### config.mk
export PLATFORM = sky130hd
export DESIGN_NAME = pll_core
export DESIGN_NICKNAME = d
export VERILOG_FILES = /design/src/rtl/pll_pkg.sv /design/src/rtl/pll_divider.sv /design/src/rtl/pll_core.sv
export VERILOG_INCLUDE_DIRS = /design/src /design/src/rtl
export SDC_FILE = /design/constraint.sdc
export NUM_CORES = 1
export LEC_CHECK = 0
export BUFFER_PORTS_ARGS = -buffer_cell sky130_fd_sc_hd__buf_2
export CAP_MARGIN = 15
export CORE_MARGIN = 8
export CORE_UTILIZATION = 60
export DETAILED_ROUTE_END_ITERATION = 8
export GPL_TIMING_DRIVEN = 0
export PLACE_DENSITY = 0.77
export RECOVER_POWER = 25
export SYNTH_ARGS = -nofsm -noshare
export SYNTH_HDL_FRONTEND = slang
export SYNTH_SLANG_ARGS = --single-unit
### constraint.sdc
create_clock -name clk_in -period 6.05 [get_ports clk_in]
set_clock_uncertainty 0.15 [all_clocks]
set_input_delay 1.21 -clock clk_in [delete_from_list [all_inputs] [get_ports clk_in]]
set_output_delay 1.21 -clock clk_in [all_outputs]
set_load 0.02 [all_outputs]
### src/rtl/pll_cfg.svh
// Purpose: offsets, field positions and reset values of the synthesizer core
// Assumes: byte offsets on a plain register port, 16-bit data
// Notes:   definitions only; included by the core and the divider
//
// Notes on behaviour
// - reference divider counts down each reference rise
// - feedback divider counts down each vco rise
// - reference ratio is register value, 5..32767 or 1
// - ratio one passes reference input straight through
// - reference test pulse high 4.5 input cycles
// - reference test output gated, low, off at reset
// - feedback test output gated, low, off at reset
// - feedback ratio is register value, 40..65535
// - reference output divides by eight after reset
// - single-ended output: vco lead low, lag high
// - polarity bit inverts the single-ended output
// - disabled single-ended output floats high-impedance
// - double-ended outputs pulse low, both when matched
// - polarity bit swaps the double-ended outputs
// - lock indicator high, low pulses on error
// - lock indicator static low until enabled
// - feedback write jam-loads both dividers and detector
// - detector select chooses single or double output
// - lock enable low forces lock indicator low
// - reference output select code table
`ifndef PLL_CFG_SVH
`define PLL_CFG_SVH

// register byte offsets
`define PLL_OFS_CFG          4'h0
`define PLL_OFS_REF_DIV      4'h4
`define PLL_OFS_FB_DIV       4'h8
`define PLL_OFS_STATUS       4'hc

// configuration register fields
`define PLL_CFG_POL_BIT      7
`define PLL_CFG_DSEL_BIT     6
`define PLL_CFG_LDE_BIT      5
`define PLL_CFG_OSEL_HI      4
`define PLL_CFG_OSEL_LO      2
`define PLL_CFG_FVE_BIT      1
`define PLL_CFG_FRE_BIT      0

// reset values: in cfg only the reference output select is non-zero (divide by 8); ratios reset to 5 and 40
`define PLL_CFG_RESET        8'h10
`define PLL_REF_DIV_RESET    15'h0005
`define PLL_FB_DIV_RESET     16'h0028

// test pulse lasts this many input half cycles (4.5 cycles)
`define PLL_TEST_PULSE_HALVES 4'h9

`endif

### src/rtl/pll_pkg.sv
// Purpose: shared types of the synthesizer core
// Assumes: nothing beyond the configuration header
// Notes:   select codes of the buffered reference output
package pll_pkg;

    typedef enum logic [2:0]
    {
        PLL_OSEL_LOW  = 3'h0,
        PLL_OSEL_THRU = 3'h1,
        PLL_OSEL_DIV2 = 3'h2,
        PLL_OSEL_DIV4 = 3'h3,
        PLL_OSEL_DIV8 = 3'h4
    } pll_osel_e;

    typedef logic [15:0] pll_word_t;

endpackage

### src/rtl/pll_divider.sv
// Purpose: static down counter with reload, event and test pulse
// Assumes: rise_in and fall_in are one-cycle edge marks of the input pin
// Notes:   ratio one gives an event on every rise
`timescale 1ns/1ps
`include "pll_cfg.svh"
module pll_divider
import pll_pkg::*;
#(
    parameter int W = 16
)
(
    input  wire logic         clk_in,
    input  wire logic         rst_in,
    input  wire logic         rise_in,
    input  wire logic         fall_in,
    input  wire logic         jam_in,
    input  wire logic [W-1:0] ratio_in,
    output logic              event_out,
    output logic              pulse_out
);

    logic [W-1:0] count_q;
    logic [3:0]   halves_q;

    // expiry on the rise that finds the count at one
    assign event_out = rise_in && (count_q == W'(1)) && !jam_in;

    // count down by exactly one per rise, reload on expiry or jam
    always_ff @(posedge clk_in or posedge rst_in)
    begin
        if (rst_in)
            count_q <= W'(1);
        else if (jam_in || event_out)
            count_q <= ratio_in;
        else if (rise_in)
            count_q <= count_q - W'(1);
    end

    // test pulse: starts on the event, ends on the ninth following edge
    always_ff @(posedge clk_in or posedge rst_in)
    begin
        if (rst_in)
        begin
            pulse_out <= 1'b0;
            halves_q  <= 4'h0;
        end
        else if (jam_in)
        begin
            pulse_out <= 1'b0;
            halves_q  <= 4'h0;
        end
        else if (event_out)
        begin
            pulse_out <= 1'b1;
            halves_q  <= 4'h0;
        end
        else if (pulse_out && (rise_in || fall_in))
        begin
            if (halves_q == `PLL_TEST_PULSE_HALVES - 4'h1)
                pulse_out <= 1'b0;
            halves_q <= halves_q + 4'h1;
        end
    end

endmodule // pll_divider

### src/rtl/pll_core.sv
// Purpose: dividers, phase detectors, lock indicator and reference output
// Assumes: pin inputs synchronous to clk_in; edges at most every 2 clocks
// Notes:   registers on a plain port, read data one cycle after the strobe
//
// Implementation choices: the address map and the address-and-strobe port.
`timescale 1ns/1ps
`include "pll_cfg.svh"
module pll_core
import pll_pkg::*;
(
    input  wire logic        clk_in,
    input  wire logic        rst_in,
    input  wire logic [3:0]  addr_in,
    input  wire logic [15:0] wdata_in,
    input  wire logic        wr_in,
    input  wire logic        rd_in,
    output logic      [15:0] rdata_out,
    input  wire logic        ref_osc_input_in,
    input  wire logic        vco_freq_input_in,
    output logic             buffered_ref_output_out,
    output logic             ref_divider_test_out,
    output logic             vco_divider_test_out,
    output logic             single_ended_detector_out,
    output logic             single_ended_detector_oe_n_out,
    output logic             det_ref_n_out,
    output logic             det_vco_n_out,
    output logic             lock_indicator_out
);

    // configuration and divider registers
    logic [7:0]  cfg_q;
    logic [14:0] ref_ratio_q;
    logic [15:0] fb_ratio_q;
    logic        jam_q;

    // pin history for edge marks
    logic        ref_prev_q;
    logic        vco_prev_q;
    logic        ref_rise;
    logic        ref_fall;
    logic        vco_rise;
    logic        vco_fall;

    // divider results
    logic        ref_event;
    logic        vco_event;
    logic        ref_pulse;
    logic        vco_pulse;

    // detector state
    logic        up_q;
    logic        dn_q;
    logic        up_d;
    logic        dn_d;

    // reference output prescaler
    logic [3:0]  presc_q;
    logic        refo_d;

    // configuration fields
    logic        detector_polarity;
    logic        dsel;
    logic        lock_out_enable;
    logic [2:0]  osel;
    logic        fve;
    logic        fre;

    // next values of the registered outputs
    logic        se_level_d;
    logic        se_drive_d;
    logic        ref_n_d;
    logic        vco_n_d;
    logic        lock_d;
    logic        fr_d;

    assign detector_polarity  = cfg_q[`PLL_CFG_POL_BIT];
    assign dsel = cfg_q[`PLL_CFG_DSEL_BIT];
    assign lock_out_enable  = cfg_q[`PLL_CFG_LDE_BIT];
    assign osel = cfg_q[`PLL_CFG_OSEL_HI:`PLL_CFG_OSEL_LO];
    assign fve  = cfg_q[`PLL_CFG_FVE_BIT];
    assign fre  = cfg_q[`PLL_CFG_FRE_BIT];

    // register writes; reset values give the power-up configuration
    always_ff @(posedge clk_in or posedge rst_in)
    begin
        if (rst_in)
        begin
            cfg_q       <= `PLL_CFG_RESET;
            ref_ratio_q <= `PLL_REF_DIV_RESET;
            fb_ratio_q  <= `PLL_FB_DIV_RESET;
        end
        else if (wr_in)
        begin
            case (addr_in)
                `PLL_OFS_CFG:     cfg_q       <= wdata_in[7:0];
                `PLL_OFS_REF_DIV: ref_ratio_q <= wdata_in[14:0];
                `PLL_OFS_FB_DIV:  fb_ratio_q  <= wdata_in;
                default:          ;
            endcase
        end
    end

    // a feedback write jams both dividers one cycle later, with new value
    always_ff @(posedge clk_in or posedge rst_in)
    begin
        if (rst_in)
            jam_q <= 1'b0;
        else
            jam_q <= wr_in && (addr_in == `PLL_OFS_FB_DIV);
    end

    // read data stand only in the cycle after the strobe
    always_ff @(posedge clk_in or posedge rst_in)
    begin
        if (rst_in)
            rdata_out <= 16'h0000;
        else if (rd_in)
        begin
            case (addr_in)
                `PLL_OFS_CFG:     rdata_out <= {8'h00, cfg_q};
                `PLL_OFS_REF_DIV: rdata_out <= {1'b0, ref_ratio_q};
                `PLL_OFS_FB_DIV:  rdata_out <= fb_ratio_q;
                `PLL_OFS_STATUS:  rdata_out <= {13'h0000, lock_indicator_out,
                                                up_q, dn_q};
                default:          rdata_out <= 16'h0000;
            endcase
        end
        else
            rdata_out <= 16'h0000;
    end

    // pin history; pins are already synchronous, one stage is enough
    always_ff @(posedge clk_in or posedge rst_in)
    begin
        if (rst_in)
        begin
            ref_prev_q <= 1'b0;
            vco_prev_q <= 1'b0;
        end
        else
        begin
            ref_prev_q <= ref_osc_input_in;
            vco_prev_q <= vco_freq_input_in;
        end
    end

    // edge marks; a stopped pin simply yields no marks
    assign ref_rise = ref_osc_input_in && !ref_prev_q;
    assign ref_fall = !ref_osc_input_in && ref_prev_q;
    assign vco_rise = vco_freq_input_in && !vco_prev_q;
    assign vco_fall = !vco_freq_input_in && vco_prev_q;

    // the two dividers share one counter design
    pll_divider #(.W(15)) u_ref_div
    (
        .clk_in    (clk_in),
        .rst_in    (rst_in),
        .rise_in   (ref_rise),
        .fall_in   (ref_fall),
        .jam_in    (jam_q),
        .ratio_in  (ref_ratio_q),
        .event_out (ref_event),
        .pulse_out (ref_pulse)
    );

    pll_divider #(.W(16)) u_vco_div
    (
        .clk_in    (clk_in),
        .rst_in    (rst_in),
        .rise_in   (vco_rise),
        .fall_in   (vco_fall),
        .jam_in    (jam_q),
        .ratio_in  (fb_ratio_q),
        .event_out (vco_event),
        .pulse_out (vco_pulse)
    );

    // phase/frequency detector: each event sets its side; once both are
    // set they stand together one cycle, which removes the dead zone
    always_comb
    begin
        up_d = up_q || ref_event;
        dn_d = dn_q || vco_event;
        if (up_q && dn_q)
        begin
            up_d = ref_event;
            dn_d = vco_event;
        end
        if (jam_q)
        begin
            up_d = 1'b0;
            dn_d = 1'b0;
        end
    end

    always_ff @(posedge clk_in or posedge rst_in)
    begin
        if (rst_in)
        begin
            up_q <= 1'b0;
            dn_q <= 1'b0;
        end
        else
        begin
            up_q <= up_d;
            dn_q <= dn_d;
        end
    end

    // output stage of both detectors and the lock indicator
    always_comb
    begin
        // vco lead (dn only) sinks, lag (up only) sources
        se_drive_d = dsel && (up_q != dn_q);
        se_level_d = up_q ^ detector_polarity;
        if (dsel)
        begin
            ref_n_d = 1'b1;
            vco_n_d = 1'b1;
        end
        else if (detector_polarity)
        begin
            ref_n_d = !dn_q;
            vco_n_d = !up_q;
        end
        else
        begin
            ref_n_d = !up_q;
            vco_n_d = !dn_q;
        end
        // low while either side carries an error; one cycle when matched
        lock_d = lock_out_enable && !(up_q || dn_q);
    end

    always_ff @(posedge clk_in or posedge rst_in)
    begin
        if (rst_in)
        begin
            single_ended_detector_out      <= 1'b0;
            single_ended_detector_oe_n_out <= 1'b1;
            det_ref_n_out                  <= 1'b1;
            det_vco_n_out                  <= 1'b1;
            lock_indicator_out             <= 1'b0;
        end
        else
        begin
            single_ended_detector_out      <= se_level_d;
            single_ended_detector_oe_n_out <= !se_drive_d;
            det_ref_n_out                  <= ref_n_d;
            det_vco_n_out                  <= vco_n_d;
            lock_indicator_out             <= lock_d;
        end
    end

    // test outputs; ratio one shows the raw reference level instead
    always_comb
    begin
        if (ref_ratio_q == 15'h0001)
            fr_d = ref_osc_input_in;
        else
            fr_d = ref_pulse;
    end

    always_ff @(posedge clk_in or posedge rst_in)
    begin
        if (rst_in)
        begin
            ref_divider_test_out <= 1'b0;
            vco_divider_test_out <= 1'b0;
        end
        else
        begin
            ref_divider_test_out <= fre && fr_d;
            vco_divider_test_out <= fve && vco_pulse;
        end
    end

    // free prescaler on reference rises; bit k divides by 2^(k+1)
    always_ff @(posedge clk_in or posedge rst_in)
    begin
        if (rst_in)
            presc_q <= 4'h0;
        else if (ref_rise)
            presc_q <= presc_q + 4'h1;
    end

    // select codes above divide-by-8 all give divide-by-16
    always_comb
    begin
        case (osel)
            PLL_OSEL_LOW:  refo_d = 1'b0;
            PLL_OSEL_THRU: refo_d = ref_osc_input_in;
            PLL_OSEL_DIV2: refo_d = presc_q[0];
            PLL_OSEL_DIV4: refo_d = presc_q[1];
            PLL_OSEL_DIV8: refo_d = presc_q[2];
            default:       refo_d = presc_q[3];
        endcase
    end

    always_ff @(posedge clk_in or posedge rst_in)
    begin
        if (rst_in)
            buffered_ref_output_out <= 1'b0;
        else
            buffered_ref_output_out <= refo_d;
    end

endmodule // pll_core

* Word level (Yosys, flattened, before mapping)
Index checks and enable logic that the tools add are counted.
Operators by class: $lt $le $gt $ge 0, shift operators 0, eq/ne operators 13, bitwise gates (word level) 1, multiply operators 0, reduce and logical (&&, ||, !) cells 45, multiplexer cells 30, add/sub/neg operators 5, divide/modulo/power cells 0
Operator list (count):
- $pmux 16 s4 | 1
- $mux 16 | 3
- $eq 15x1->1 const B | 2
- $mux 15 | 2
- $mux 4 | 6
- $mux 1 | 17
- $eq 16x1->1 const B | 1
- $eq 4x4->1 const B | 4
- $logic_and 1x1->1 | 16
- $sub 16x1->16 const B | 1
- $sub 15x1->15 const B | 1
- $add 4x1->4 const B | 3
- $reduce_bool 3->1 | 4
- $reduce_and 2->1 | 5
- $logic_not 1->1 | 9
- $logic_or 1x1->1 | 7
- $eq 3x2->1 const B | 2
- $pmux 1 s5 | 1
- $eq 4x3->1 const B | 1
- $logic_not 4->1 | 1
- $reduce_bool 2->1 | 2
- $eq 3x1->1 const B | 1
- $eq 3x3->1 const B | 1
- $logic_not 3->1 | 1
- other kinds (2) | 2
Storage, ports and cells: bits in latches 0, register bits 113, input port bits 26, memories 0, memory bits (read-only) 0, memory bits (writable) 0

* Longest topological paths before layout
word-level depth 7, gate-level depth with buffers 8, gate-level depth less buffers 6

* Cells and area by module
Synthesis repeated with hierarchy kept, for this count alone.
Second synthesis, totals: cells, all modules 474, area, all modules 5688.0 um^2
By module, submodules not included:
- pll_core | times used 1, cells an instance 210, area an instance 3002.9 um^2, sequential area each 1811.7 um^2
- pll_divider (u_vco_div) | times used 1, cells an instance 154, area an instance 1430.1 um^2, sequential area each 526.8 um^2
- pll_divider (u_ref_div) | times used 1, cells an instance 110, area an instance 1255.0 um^2, sequential area each 501.7 um^2

* Least setup slack after synthesis
No wires, ideal clock.
path type in2reg, start point input ref_osc_input_in, end point register u_ref_div.count_q[1], cell stages on the path 7, buffers on the path 2, setup slack 3049 ps, data arrival time 2726 ps, library setup time 125 ps, cell sequence ha_1 -> nor4b_4 -> nand4_4 -> and2_4 -> buf_6 -> buf_12 -> mux2_4
On the way: longest elaborated chain between the ends 5, elaborated cells between the ends (all ways) 6
Ends and longest elaborated chain:
- start, declared | RTL line pll_core.sv:18 | input wire logic ref_osc_input_in,
- $logic_and 1x1->1 (*) | RTL line pll_core.sv:148 | assign ref_rise = ref_osc_input_in && !ref_prev_q;
- $logic_and 1x1->1 (2 in series) | RTL line pll_divider.sv:26 | assign event_out = rise_in && (count_q == W'(1)) && !jam_in;
- $logic_or 1x1->1 | RTL line pll_divider.sv:33 | else if (jam_in || event_out)
- $mux 15 or $reduce_bool 2->1 (tied branches)
- end signal, assigned | RTL line pll_divider.sv:34 | count_q <= ratio_in;
- end signal, assigned | RTL line pll_divider.sv:36 | count_q <= count_q - W'(1);
- end, declared | RTL line pll_divider.sv:22 | logic [W-1:0] count_q;
Mark *: on every way between the ends. The rest lies on a longest branch, timed or not. A chain may end at the register's enable or synchronous reset.

* Final worst setup path
start point input ref_osc_input_in, end point register u_ref_div.count_q[1]
On the way: longest elaborated chain between the ends 5, elaborated cells between the ends (all ways) 6
Ends and longest elaborated chain:
- $logic_and 1x1->1 (*) | RTL line pll_core.sv:148
- via ref_rise | RTL line pll_core.sv:39 | logic ref_rise;
- $logic_and 1x1->1 (2 in series) | RTL line pll_divider.sv:26
- $logic_or 1x1->1 | RTL line pll_divider.sv:33
- $mux 15 or $reduce_bool 2->1 (tied branches)
Mark *: on every way through the listed nets, which the timed path passes. The rest lies on a longest branch.

==> results by stage <==
GRT:
- The initial antenna violation count is 0.
- Global routing used 21.5% of the available tracks across all layers.
- The number of global-route vias before repair is 3,859.
- Entering global routing, the biggest net connects 65 pins.
- The first global-routing pass estimated 19,500 µm of wire.
- For this run the aggregate overflow at the end of global routing stands at 0.

Drt:
- Wires add up to 12,100 µm.
- The final route contains 3,740 vias.
- The DRC marker count from the first detailed-route iteration is 205.
- The routed length per instance is 18.9 µm.
- The number of detailed-routing iterations run before antenna repair is 4.
- In the routed layout, each cell is associated on average with a via count of 5.84.
- For this run, design rule violations remaining after detail routing come to 0.
- Once detail routing completed, the nets flagged for antenna violations numbered 0.

Placed design:
- Port buffering added 49 buffers.
- Counting tap cells, the placed design contains a total of 608 instances.
- The placed standard-cell area is 5720 µm².
- After legalization and detailed placement, the total HPWL measured 8380 µm.
- The final weighted congestion in routability-driven placement is 0.791.

Timing:
- Across all hold checks on the routed design, the worst slack comes to 0.330 ns.
- Based on the critical path, the design can be clocked at up to 333 MHz.
- Setup repair after global routing left no endpoint under its margin.
- Setup violations remaining at the end of the flow were counted as 0.
- The number of max-slew violations in the final report is 64.
- The final critical path time including I/O delays and setup is 3.01 ns.
- The final-layout setup total negative slack is 0 ns.
- The worst slew margin relative to its limit is -88.8%.
- The final critical path takes up 49.7% of the cycle.
- The final hold violation count is 0.
- The transition at the pin with the smallest max-transition slack is 2.82 ns.

Clock tree:
- The clock tree from TritonCTS is built.
- After clock tree synthesis, the repair step resized 0 gates.
- In this run the number of H-tree levels came out at 4.
- Clock-pin slew was measured on the worst setup and hold paths at 0.06 ns.
- Counting the buffers created by CTS gives 17.
- Clock tree synthesis found a total of 113 sinks.
- The number of hold-repair buffers added at the cts stage is 0.
- In this run the deepest clock path goes through 2 buffers.
- After clock tree synthesis, the setup repair step added 0 buffers.
- The tree is rooted in a sky130_fd_sc_hd__clkbuf_8.
- The later-pin clock latency in the skew report is 0.53 ns.

Pwr:
- Power spread over the standard cell area amounts to 426 nW/µm².
- The static leakage is 2.86 nW.
- The worst IR drop on VDD is 314 µV.

Die:
- Measured along the x axis, the die boundary spans 110 µm.
- The full die area is 12,100 µm².
- The initial utilization of the core area, before any placement, comes to 61.5%.
- The number of top-level pins is 50.
- The floorplan step set the die height to 110 µm.
- The cell row count is 34.
- The core footprint is 8640 µm².

Synthesis:
- The number of enable-type register cells in the synthesized netlist is 0.
- Yosys attributes the largest share of cell area to sky130_fd_sc_hd__dfrtp_1 (49%), sky130_fd_sc_hd__mux2_2 (9.8%), sky130_fd_sc_hd__dfstp_2 (4.9%), sky130_fd_sc_hd__xnor2_1 (4.0%), sky130_fd_sc_hd__a21oi_1 (3.8%).
- Each instance of the synthesized netlist takes up on average 11.8 µm².
- Among all flip-flop cells after synthesis, the most frequent one is sky130_fd_sc_hd__dfrtp_1.
- After synthesis the cells add up to 5310 µm².
- The async set-reset flop share out of synthesis is 100%.
- The count of warnings emitted by yosys is 0.
- When the netlist entered floorplanning its net count stood at 489.
- Synthesis instantiated 52 different standard cells from the library.
- The sequential share of the synthesized area is 53.5%.
- The top cell type by area accounts for 48.5% of the synthesized area.
- In the synthesized netlist, the number of instances is 450.
- The most area-hungry cell type in the Yosys netlist is sky130_fd_sc_hd__dfrtp_1.
- The total of flip-flops plus latches after synthesis is 113.

Setup path:
- The worst setup path is captured at a flop.
- The worst endpoint required time is 6.31 ns.
- The delay of the slowest cell on the worst path is 0.55 ns.
- The cell count of the worst reg-to-reg path is 5.
- Traced cell by cell, the critical path runs through clkbuf_1, ha_1, nor4b_4, nand4_4, and2_4, buf_6, buf_12, mux2_4.
- The cell at the slowest stage of the critical path is sky130_fd_sc_hd__nor4b_4.
- In this run the critical register-to-register path is captured at u_vco_div.count_q[2].
- The type of the worst setup path is in2reg.
- Along the worst path, the maximum fanout reaches 10.
- STA classifies the critical path startpoint as an input port.
- The startpoint identified for the worst register-to-register timing path is u_vco_div.count_q[2].
- Setup slack on the worst reg-to-reg path comes out at 3.46 ns.
- The data arrival time of the critical path is 3.26 ns.

Cells and area:
- The final layout contains 558 nets.
- The final-layout fill cell count is 563.
- With fillers left out, the area of the finished cells amounts to 6310 µm².
- The number of standard cells in the layout, taps in and fillers out is 640.
- The area overhead of the layout relative to synthesis is 18.9%.
- The antenna diode count is 0.
- The proportion of layout cells with a drive suffix above 1 is 29.5%.
- Cells fill 73.1% of the core in the end.

Hold path:
- The worst hold path endpoint is presc_q[3].
- The type of the most critical hold path is reg2reg.
- Counting instances, the worst hold path has a depth of 1.
- The hold path startpoint is presc_q[3].

Outcome:
- The run finished, with violations left.
- The checks that failed: max-capacitance violations, max-slew violations.

Run:
- The tool flagged a number of max-cap violations equal to 1.
## cells in the mapped netlist, types with 6 or more instances
master / n
sky130_fd_sc_hd__dfrtp_1: 103
sky130_fd_sc_hd__nor2_1: 50
sky130_fd_sc_hd__mux2_2: 46
sky130_fd_sc_hd__a21oi_1: 40
sky130_fd_sc_hd__xnor2_1: 24
sky130_fd_sc_hd__nand2_1: 16
sky130_fd_sc_hd__inv_1: 14
sky130_fd_sc_hd__ha_1: 13
sky130_fd_sc_hd__xor2_1: 12
sky130_fd_sc_hd__clkbuf_1: 10
sky130_fd_sc_hd__dfstp_2: 10
sky130_fd_sc_hd__mux2i_1: 10
sky130_fd_sc_hd__nand4_1: 9
sky130_fd_sc_hd__nor3_1: 9
sky130_fd_sc_hd__nand3_1: 8
sky130_fd_sc_hd__a22oi_1: 7
sky130_fd_sc_hd__nor2b_1: 7
sky130_fd_sc_hd__and2_1: 6
## per-stage QoR
stage	power (W)	setup WS, ns
final	0.00269	3.04
after global routing	0.00281	2.59
after CTS	0.00269	3.16
after detailed placement	0.00168	2.62
after global placement	0.00164	0.600
after floorplan	0.00152	1.72
## cell families (layout without fill, tap and decap cells)
| logic type | after synthesis | in the layout | synth area share (%) |
|---|---|---|---|
| flops | 113 | 113 | 53.5 |
| simple gates | 139 | 139 | 14.9 |
| buf+inv | 30 | 112 | 2.62 |
| fa+ha+maj | 13 | 13 | 3.06 |
| mux | 63 | 63 | 14.0 |
| xor+xnor | 36 | 36 | 5.94 |
| compound gates | 56 | 56 | 5.98 |
## worst max-delay path: cells and delay by family
family        cells  cell delay [ns]
fa+ha+maj         1             0.21
buf+inv           3             0.46
mux               1             0.29
simple gates      3             1.10
## flip-flops by register name (all words and copies together), names as in the netlist, 4 cells and up
signal,count
cfg_q,8
fb_ratio_q,16
presc_q,4
rdata_out,16
ref_ratio_q,15
u_ref_div.count_q,15
u_ref_div.halves_q,4
u_vco_div.count_q,16
u_vco_div.halves_q,4
## layout by cell type, fill, tap and decap left out, drive strengths merged, types with 12 or more instances in the layout
cell,n
nand2,16
nor2,50
clkbuf,34
a21oi,40
buf,53
xor2,12
xnor2,24
dfrtp,103
mux2,50
ha,13
inv,13
## report_power, final
part | switching, W | leakage [nW] | internal, W
Sequential | 0.000224 | 1.41 | 0.000954
Combinational | 0.000231 | 1.17 | 0.000274
Clock | 0.000349 | 0.287 | 0.000657
Total | 0.000804 | 2.86 | 0.00189
## how the worst max path moves through the flow
stage / startpoint / endpoint / slack, ns / cells past startpoint
2_1_floorplan: rst_in / buffered_ref_output_out / 1.72 / 1
3_3_place_gp: rst_in / rdata_out[14] / 0.60 / 2
3_5_place_dp: ref_osc_input_in / u_ref_div.count_q[2] / 2.62 / 8
4_1_cts: ref_osc_input_in / u_ref_div.count_q[1] / 3.16 / 8
5_1_grt: rst_in / u_ref_div.count_q[10] / 2.59 / 2
6_report: ref_osc_input_in / u_ref_div.count_q[1] / 3.04 / 8
## cell type report
| class | instances | area [µm²] | share of cell area [%] |
|---|---|---|---|
| Sequential cell | 113 | 2840 | 45.0 |
| Timing Repair Buffer | 50 | 270 | 4.28 |
| Clock inverter | 10 | 133 | 2.10 |
| Clock buffer | 22 | 463 | 7.33 |
| Multi-Input combinational cell | 307 | 2330 | 36.9 |
| Inverter | 15 | 57.6 | 0.912 |
| Tap cell | 108 | 135 | 2.14 |
| Buffer | 15 | 82.6 | 1.31 |
## per-layer routing
layer / up-vias / share of wire, % / track usage [%]
met5: - / 0 / 0
met4: 0 / 1.4 / 8.87
met3: 17 / 4.5 / 4.94
met2: 98 / 53 / 36.5
met1: 1897 / 41 / 25.7
li1: 1728 / - / -
No activity file was read; power rests on OpenSTA's default activity.
